**config.mk**
```make
export PLATFORM = sky130hd
export DESIGN_NAME = vsig_irq_gen
export DESIGN_NICKNAME = d
export VERILOG_FILES = /design/src/shared/vsig_pkg.sv /design/src/core/vsig_irq_gen.sv
export VERILOG_INCLUDE_DIRS = /design/src /design/src/shared
export SDC_FILE = /design/constraint.sdc
export NUM_CORES = 1
export LEC_CHECK = 0
export BUFFER_PORTS_ARGS = -buffer_cell sky130_fd_sc_hd__buf_4
export CAP_MARGIN = 20
export CELL_PAD_IN_SITES_DETAIL_PLACEMENT = 0
export CELL_PAD_IN_SITES_GLOBAL_PLACEMENT = 2
export CORE_UTILIZATION = 31
export CTS_CLUSTER_DIAMETER = 40
export CTS_CLUSTER_SIZE = 30
export DETAILED_ROUTE_END_ITERATION = 16
export PLACE_DENSITY_LB_ADDON = 0.12
export SKIP_CTS_REPAIR_TIMING = 1
export SYNTH_ARGS = -nofsm -noshare
export SYNTH_HDL_FRONTEND = slang
export SYNTH_SLANG_ARGS = --single-unit
```
**constraint.sdc**
```tcl
create_clock -name clk_i -period 1.1 [get_ports clk_i]
set_input_delay 0.165 -clock clk_i [delete_from_list [all_inputs] [get_ports clk_i]]
set_output_delay 0.165 -clock clk_i [all_outputs]
set_load 0.005 [all_outputs]
```
**src/shared/vsig_map.svh**
```systemverilog
// constants for the status interrupt generator
// Overview of operation
// - Two independent generators each drive any one of seven request lines when an enabled status condition occurs.
// - A configuration command carries a generator select, an event mask and a priority, applied to that generator only.
// - Mask and priority of the queried generator are read back separately.
// - The acknowledge cycle for a generator clears its event mask, stopping further interrupts.
// - A reload command restores cleared masks from the copy last programmed.
// - A reload never stops or aborts a running acquisition.
// - The generator select names generator zero or one only.
// - Only status bits 8 to 15 are maskable, so the mask has the form 0xMM00.
// - The lower eight status bits never interrupt and their mask bits are held at zero.
// - Priority 0 disables a generator and 1 to 7 select that request line, 7 highest.
`ifndef VSIG_MAP_SVH
`define VSIG_MAP_SVH
`define VSIG_NUM_GEN      2
`define VSIG_MASK_LSB     8
`define VSIG_MASK_KEEP    16'hFF00
`define VSIG_MASK_RST     16'h0000
`define VSIG_PRIO_RST     3'h0
`define VSIG_PRIO_OFF     3'h0
`define VSIG_STAT_RST     16'h0000
`define VSIG_IRQ_RST      8'h00
`endif

```
**src/shared/vsig_pkg.sv**
```systemverilog
// types for the status interrupt generator
package vsig_pkg;
  typedef logic [15:0] vsig_mask_t;
  typedef logic [2:0]  vsig_prio_t;
endpackage : vsig_pkg

```
**src/core/vsig_irq_gen.sv**
```systemverilog
// two-generator status interrupt logic
`timescale 1ns/100ps
`include "vsig_map.svh"
module vsig_irq_gen #(
  // generator count; select and acknowledge ports carry exactly two
  parameter int NUM_GEN = `VSIG_NUM_GEN
) (
  // clock and reset
  input  wire logic                 clk_i,
  input  wire logic                 sys_rst_i,
  // status conditions
  input  wire logic [15:0]          status_i,
  // configuration command
  input  wire logic                 irq_config_command_i,
  input  wire logic                 generator_select_i,
  input  wire vsig_pkg::vsig_mask_t event_mask_i,
  input  wire vsig_pkg::vsig_prio_t priority_i,
  // reload command
  input  wire logic                 mask_reload_command_i,
  // queries
  input  wire logic                 query_select_i,
  output logic [15:0]               event_mask_query_o,
  output logic [2:0]                request_line_query_o,
  // acknowledge per generator
  input  wire logic [1:0]           iack_i,
  // request lines 1..7, bit0 unused and held low
  output logic [7:0]                irq_line_o
);
  localparam int NG = NUM_GEN;
  vsig_pkg::vsig_mask_t mask_r [NG];
  vsig_pkg::vsig_mask_t saved_r [NG];
  vsig_pkg::vsig_prio_t prio_r [NG];
  logic                 pend_r [NG];
  logic [15:0]          stat_s1_r;
  logic [15:0]          stat_s2_r;
  logic [7:0]           irq_nxt;

  // ==========================================================
  // parameter check
  // one select bit and two acknowledge bits cannot serve any other count
  if (NUM_GEN != 2) begin : gen_bad_num
    $error("NUM_GEN must be 2");
  end

  // ==========================================================
  // status synchroniser
  always_ff @(posedge clk_i) begin
    if (sys_rst_i) begin
      stat_s1_r <= `VSIG_STAT_RST;
      stat_s2_r <= `VSIG_STAT_RST;
    end else begin
      stat_s1_r <= status_i;
      stat_s2_r <= stat_s1_r;
    end
  end

  // ==========================================================
  // per-generator state; no acquisition control lives here, so reload cannot disturb it
  for (genvar g = 0; g < NG; g++) begin : gen_g
    logic sel;
    logic hit;
    assign sel = irq_config_command_i && (generator_select_i == 1'(g));
    assign hit = |(stat_s2_r & mask_r[g] & `VSIG_MASK_KEEP) && (prio_r[g] != `VSIG_PRIO_OFF);

    // configuration beats acknowledge, acknowledge beats reload
    always_ff @(posedge clk_i) begin
      if (sys_rst_i) begin
        mask_r[g] <= `VSIG_MASK_RST;
      end else if (sel) begin
        mask_r[g] <= event_mask_i & `VSIG_MASK_KEEP;
      end else if (iack_i[g]) begin
        mask_r[g] <= `VSIG_MASK_RST;
      end else if (mask_reload_command_i) begin
        mask_r[g] <= saved_r[g];
      end
    end

    // shadow of the last programmed mask, untouched by acknowledge
    always_ff @(posedge clk_i) begin
      if (sys_rst_i) begin
        saved_r[g] <= `VSIG_MASK_RST;
      end else if (sel) begin
        saved_r[g] <= event_mask_i & `VSIG_MASK_KEEP;
      end
    end

    always_ff @(posedge clk_i) begin
      if (sys_rst_i) begin
        prio_r[g] <= `VSIG_PRIO_RST;
      end else if (sel) begin
        prio_r[g] <= priority_i;
      end
    end

    // acknowledge wins over a coinciding event: the mask clears on that edge, so nothing may follow
    always_ff @(posedge clk_i) begin
      if (sys_rst_i) begin
        pend_r[g] <= 1'b0;
      end else if (hit && !iack_i[g]) begin
        pend_r[g] <= 1'b1;
      end else if (iack_i[g]) begin
        pend_r[g] <= 1'b0;
      end
    end
  end

  // ==========================================================
  // request line drive
  always_comb begin
    irq_nxt = 8'h00;
    for (int g = 0; g < NG; g++) begin
      if (pend_r[g] && !iack_i[g] && prio_r[g] != `VSIG_PRIO_OFF) begin
        irq_nxt[prio_r[g]] = 1'b1;
      end
    end
  end

  always_ff @(posedge clk_i) begin
    if (sys_rst_i) begin
      irq_line_o <= `VSIG_IRQ_RST;
    end else begin
      irq_line_o <= irq_nxt;
    end
  end

  // ==========================================================
  // readback
  always_ff @(posedge clk_i) begin
    if (sys_rst_i) begin
      event_mask_query_o <= `VSIG_MASK_RST;
    end else begin
      event_mask_query_o <= mask_r[query_select_i];
    end
  end

  always_ff @(posedge clk_i) begin
    if (sys_rst_i) begin
      request_line_query_o <= `VSIG_PRIO_RST;
    end else begin
      request_line_query_o <= prio_r[query_select_i];
    end
  end

  // ==========================================================
  // checks
  // configuration reaches the selected generator only
  config_apply_a: assert property (@(posedge clk_i) disable iff (sys_rst_i)
    irq_config_command_i && !generator_select_i
    |=> mask_r[0] == ($past(event_mask_i) & `VSIG_MASK_KEEP) && prio_r[0] == $past(priority_i))
    else $error("config not applied to generator 0");
  config1_apply_a: assert property (@(posedge clk_i) disable iff (sys_rst_i)
    irq_config_command_i && generator_select_i
    |=> mask_r[1] == ($past(event_mask_i) & `VSIG_MASK_KEEP) && prio_r[1] == $past(priority_i))
    else $error("config not applied to generator 1");
  other_untouched_a: assert property (@(posedge clk_i) disable iff (sys_rst_i)
    irq_config_command_i && !generator_select_i |=> $stable(prio_r[1]) && $stable(saved_r[1]))
    else $error("other generator changed");
  other0_untouched_a: assert property (@(posedge clk_i) disable iff (sys_rst_i)
    irq_config_command_i && generator_select_i |=> $stable(prio_r[0]) && $stable(saved_r[0]))
    else $error("generator 0 changed by config of generator 1");
  saved_copy_a: assert property (@(posedge clk_i) disable iff (sys_rst_i)
    irq_config_command_i && !generator_select_i |=> saved_r[0] == ($past(event_mask_i) & `VSIG_MASK_KEEP))
    else $error("mask copy not taken");

  // only the upper status byte may interrupt
  low_byte_zero_a: assert property (@(posedge clk_i) disable iff (sys_rst_i)
    mask_r[0][7:0] == 8'h00 && mask_r[1][7:0] == 8'h00)
    else $error("low mask byte set");
  low_byte_quiet_a: assert property (@(posedge clk_i) disable iff (sys_rst_i)
    (stat_s2_r & `VSIG_MASK_KEEP) == `VSIG_STAT_RST |-> !gen_g[0].hit && !gen_g[1].hit)
    else $error("low status byte raised an event");

  // acknowledge clears, reload restores
  iack_clears_a: assert property (@(posedge clk_i) disable iff (sys_rst_i)
    iack_i[1] && !irq_config_command_i |=> mask_r[1] == `VSIG_MASK_RST)
    else $error("ack did not clear mask");
  iack0_clear_a: assert property (@(posedge clk_i) disable iff (sys_rst_i)
    iack_i[0] && !(irq_config_command_i && !generator_select_i) |=> mask_r[0] == `VSIG_MASK_RST)
    else $error("ack did not clear mask of generator 0");
  reload_copy_a: assert property (@(posedge clk_i) disable iff (sys_rst_i)
    mask_reload_command_i && !irq_config_command_i && iack_i == 2'b00
    |=> mask_r[0] == $past(saved_r[0]))
    else $error("reload did not restore mask");
  reload1_copy_a: assert property (@(posedge clk_i) disable iff (sys_rst_i)
    mask_reload_command_i && !irq_config_command_i && iack_i == 2'b00
    |=> mask_r[1] == $past(saved_r[1]))
    else $error("reload did not restore mask of generator 1");

  // request lines
  prio_off_a: assert property (@(posedge clk_i) disable iff (sys_rst_i)
    irq_line_o[0] == 1'b0)
    else $error("line zero driven");
  prio_zero_quiet_a: assert property (@(posedge clk_i) disable iff (sys_rst_i)
    prio_r[0] == `VSIG_PRIO_OFF && prio_r[1] == `VSIG_PRIO_OFF |=> irq_line_o == `VSIG_IRQ_RST)
    else $error("line driven with both generators off");
  hold_line_a: assert property (@(posedge clk_i) disable iff (sys_rst_i)
    pend_r[0] && iack_i == 2'b00 && !irq_config_command_i && prio_r[0] != `VSIG_PRIO_OFF
    |=> irq_line_o[$past(prio_r[0])])
    else $error("request dropped before ack");
  event_raise_a: assert property (@(posedge clk_i) disable iff (sys_rst_i)
    gen_g[1].hit && iack_i == 2'b00 |=> pend_r[1])
    else $error("event missed");
  event_raise0_a: assert property (@(posedge clk_i) disable iff (sys_rst_i)
    gen_g[0].hit && !iack_i[0] |=> pend_r[0])
    else $error("event of generator 0 missed");
  ack_drops_a: assert property (@(posedge clk_i) disable iff (sys_rst_i)
    iack_i[0] |=> !pend_r[0])
    else $error("pending kept after ack");
  pend_hold_a: assert property (@(posedge clk_i) disable iff (sys_rst_i)
    pend_r[1] && !iack_i[1] |=> pend_r[1])
    else $error("pending dropped without ack");
  no_line_idle_a: assert property (@(posedge clk_i) disable iff (sys_rst_i)
    !pend_r[0] && !pend_r[1] |=> irq_line_o == `VSIG_IRQ_RST)
    else $error("line driven with nothing pending");

  // readback of the queried generator
  readback_a: assert property (@(posedge clk_i) disable iff (sys_rst_i)
    1'b1 |=> request_line_query_o == $past(prio_r[query_select_i]))
    else $error("bad priority readback");
  mask_read_a: assert property (@(posedge clk_i) disable iff (sys_rst_i)
    1'b1 |=> event_mask_query_o == $past(mask_r[query_select_i]))
    else $error("bad mask readback");

  // ==========================================================
  // main scenarios
  cfg_c: cover property (@(posedge clk_i) irq_config_command_i && generator_select_i);
  irq_c: cover property (@(posedge clk_i) irq_line_o[7]);
  ack_c: cover property (@(posedge clk_i) pend_r[0] && iack_i[0]);
  reload_c: cover property (@(posedge clk_i) mask_reload_command_i && mask_r[0] != saved_r[0]);
  both_c: cover property (@(posedge clk_i) irq_line_o[3] && irq_line_o[7]);
endmodule : vsig_irq_gen

```
# Word-level counts from Yosys, hierarchy flattened
# Memories as Yosys holds them, arrays and structs flattened. A register that Yosys moved wholly into a read port is not among the register bits.
# Index checks and enable logic that the tools add are counted.
dict set report totals {
  ff_bits 40
  mem_bits_rw 56
  in_bits 43
  out_inout_bits 27
  elab_cells 104
  n_memories 4
}
# memory words word_bits read_ports rd_clocked_by_memory_dff write_ports line_no
set mem_list {}
lappend mem_list {mask_r 2 16 3 1 2 vsig_irq_gen.sv:30} ;# vsig_pkg::vsig_mask_t mask_r [NG];
lappend mem_list {saved_r 2 8 2 0 2 vsig_irq_gen.sv:31} ;# vsig_pkg::vsig_mask_t saved_r [NG];
lappend mem_list {prio_r 2 3 3 1 2 vsig_irq_gen.sv:32} ;# vsig_pkg::vsig_prio_t prio_r [NG];
lappend mem_list {pend_r 2 1 2 0 2 vsig_irq_gen.sv:33} ;# logic pend_r [NG];
dict set report classes {
  order_cmp 4
  muxes 57
  bitwise_logic 18
  n_reduce_logical 18
}
# operator n
set ops {}
lappend ops {{$mux 16} 6}
lappend ops {{$mux 1} 43}
lappend ops {{$and 16x16->16} 2}
lappend ops {{$mux 8} 4}
lappend ops {{$reduce_or 8->1} 2}
lappend ops {{$or 1x1->1} 14}
lappend ops {{$logic_and 1x1->1} 12}
lappend ops {{$lt 3x4->1 const B} 2}
lappend ops {{$or 8x8->8} 1}
lappend ops {{$demux 1 s3} 2}
lappend ops {{$ge 3x1->1 const B} 2}
lappend ops {{$mux 3} 2}
lappend ops {{$reduce_bool 3->1} 2}
lappend ops {{$logic_not 1->1} 2}
lappend ops {{$not 1->1} 1}

# Longest topological paths before layout
# An unclocked memory read counts as a cell.
dict set report logic_depth {
  ltp_word 10
  mapped_depth 4
  ltp_nobuf 3
}

# Worst setup path before layout
# Ideal clock, no wire load.
dict set report synth_path {
  kind {input -> register}
  start {in sys_rst_i}
  end {mem prio_r[1][0] (netlist bit) (enable)}
  setup_ps 353
  arrival_ps 803
  required_time_ps 747
  setup_slack_ps -56
  cell_stages 3
  n_path_buf 2
  path_cell_list {buf_2 buf_6 nand2b_1}
}
# item line_no
set synth_rtl {}
lappend synth_rtl {{from (decl)} vsig_irq_gen.sv:10} ;# input wire logic sys_rst_i,
lappend synth_rtl {{to (decl)} vsig_irq_gen.sv:32}

==> reports/qor.yml <==
sta:
  setup_viol: 5
  skew_ps: 10.82
  rsz0062_at_grt: "true"
  setup_slack_ps: -101.8
  slew_violations: 0
  fin_setup_tns_ps: -342.2
  slew_headroom: 0.6644
  worst_hold_slack_ps: 24.87
  max_freq_mhz: 832.1
  worst_slew_pin_slew_ps: 502.9
  hold_viol: 0
  post-route-period-util: 1.093
  period_minus_slack_ps: 1202
final_layout:
  fillers: 904
  fin_area_um2: 3923
  syn_to_final_growth_pct: 30.68
  fin_nets: 359
  diodes: 0
  final_cells: 450
  final_core_util: 0.4205
  drive_above_1_share: 0.3738
  seqCellArea_um2: 1902
  multi_input_area_um2: 1055
critical_path:
  cp_data_required_time_ps: 1190
  critPathKind: "reg -> reg"
  path_max_fanout: 2
  cp-start-kind: "register"
  reg2regPathDepth: 3
  worstPathArrival_ps: 1300
  end_kind: "register"
die:
  die_x_um: 100.4
  design.die.area_um2: 10080
  die_h_um: 100.4
  num_io_pins: 70
  core_um2: 9328
  rows: 35
  start_util: 0.3218
synth:
  ys.warnings.count: 0
  synthesis.area_um2: 3002
  synth-seq-cells: 75
  yosys.cell_types.count: 28
  ys_top_cells_by_area: "edfxtp_1 (40%), dfxtp_1 (23%), nor2b_1 (4.4%)"
  synthAdderAreaFrac: 0
  synthCells: 243
  yosys.area_share.simple: 0.2076
  synthXorXnorAreaFrac: 0
  async_reset_ff_frac: 0
  synth-main-ff-cell: "edfxtp_1"
  synth_compound_area_frac: 0.07253
  synth_mux_area_frac: 0.03668
  synth_edf_count: 40
  ys_seq_area_frac: 0.6336
  syn_area_per_cell_um2: 12.35
  synthTopCellsByCount: "edfxtp_1 (40), dfxtp_1 (35), nor2b_1 (21)"
  yosys.area.top_type: "edfxtp_1"
  synth_top_family_by_area: "simple AND/OR/NAND/NOR gates"
  yosysTopAreaCellShare: 0.4002
  synth.most_common_cell: "edfxtp_1"
pwr:
  p_per_area_nw_per_um2: 1571
  p_leak_nw: 1.656
  ir_worst_vdd_uv: 530.4
clocking:
  clk_latency_ps: 340
  clock_path_buffers: 2
  cts_root_buf: "clkbuf_8"
  cts_tree: "yes"
  clk_pin_slew_worst_paths_ps: 80
  cts_buffers: 9
  ctsHtreeMaxLevel: 3
  clock_sinks: 75
min_path:
  hold_path_depth: 2
  worstHoldPathType: "in -> reg"
detailed_routing:
  remaining_drc_errors: 0
  antenna_left: 0
  totalWireLength_um: 6232
  drtIter0Drc: 56
  viasPerCell: 4.358
  vias: 1961
  firstDrtPassIters: 4
  wl_per_cell_um: 13.85
placed_design:
  numPortBuffers: 45
  postPlaceCellArea_um2: 3556
  gp_congestion: 0.7581
  dpl.hpwl_um: 4579
  dp.cells: 425
run:
  maxCapViolations: 0
global_routing:
  antenna_found_initial: 0
  grt_max_degree: 26
  grt_usage: 0.1343
  grt_pass1_wl_um: 9998
  gr-total-overflow: 0
  grt_pass1_vias: 1933
outcome:
  violations: "setup timing"
  status: "finished with violations"
-- power breakdown --
group | total, mW | switching (mW) | leakage, nW | internal, mW
registers | 3.20 | 0.0792 | 0.720 | 3.12
logic | 0.586 | 0.275 | 0.819 | 0.311
clock network | 2.37 | 1.03 | 0.117 | 1.34
total | 6.16 | 1.38 | 1.66 | 4.78
-- flip-flops by register name, summed over array words and instances, names as in the netlist --
register              count
event_mask_query_o        8
irq_line_o                8
mask_r                   16
pend_r                    2
prio_r                    6
request_line_query_o      3
saved_r                  16
stat_s1_r                 8
stat_s2_r                 8
-- critical path: stages, from the launching register on --
cell and delay [ps]:
edfxtp_1 430, a22oi_2 210, and4_4 270, nor4_2 50
-- worst paths after layout --
kind / startpoint / endpoint / slack, ps
worst max-delay path: mask_r[1][8]$_SDFFCE_PN0P_ / pend_r[1]$_SDFFCE_PN0P_ / -100
worst min-delay path: status_i[11] / stat_s1_r[11]$_SDFF_PP0_ / 20
worst max register to register: mask_r[1][8]$_SDFFCE_PN0P_ / pend_r[1]$_SDFFCE_PN0P_ / -100
worst min register to register: stat_s1_r[9]$_SDFF_PP0_ / stat_s2_r[9]$_SDFF_PP0_ / 440
-- kinds of logic after synthesis --
logic type             count (synthesis)
AND/OR/NAND/NOR                      103
flip-flops                            75
AO/OA/AOI/OAI                         33
buffers and inverters                 20
multiplexers                          11
other                                  1
-- routing by layer --
metal | routed length (um) | track usage
met1 | 3014 | 0.1759
met4 | 96 | 0.06689
met5 | 0 | 0
met3 | 278 | 0.02925
met2 | 2843 | 0.2102
-- cells in the final DEF, fill, tap and decap left out, types with 2 or more instances in the layout --
| master | n |
|---|---|
| buf_4 | 70 |
| edfxtp_1 | 40 |
| dfxtp_1 | 35 |
| nand3_1 | 20 |
| nor2_1 | 19 |
| nor2b_1 | 18 |
| and2_1 | 15 |
| mux2i_1 | 11 |
| a21oi_1 | 10 |
| clkbuf_8 | 10 |
| conb_1 | 9 |
| a21o_1 | 8 |
| and2_4 | 7 |
| a22oi_2 | 7 |
| a22oi_1 | 6 |
| nor2b_2 | 3 |
| buf_6 | 3 |
| nand3b_1 | 2 |
| nor3_1 | 2 |
| nand2b_2 | 2 |
| and3b_2 | 2 |
| bufinv_16 | 2 |
| clkinv_2 | 2 |
-- cell type report --
type	instances	area share
Clock inverter	6	0.02233
Tap cell	129	0.04115
Multi-Input combinational cell	156	0.2689
Clock buffer	10	0.03509
Sequential cell	75	0.4848
Timing Repair Buffer	74	0.1477
-- stage by stage --
step / power [mW] / setup slack [ps]
after floorplan: 3.532 / 3.485
after global placement: 3.797 / -258.6
after detailed placement: 3.794 / -308.5
after CTS: 6.174 / -197.9
after global routing: 6.417 / -153.8
final: 6.161 / -101.8
Note: power is estimated with default switching activity, not from simulation.
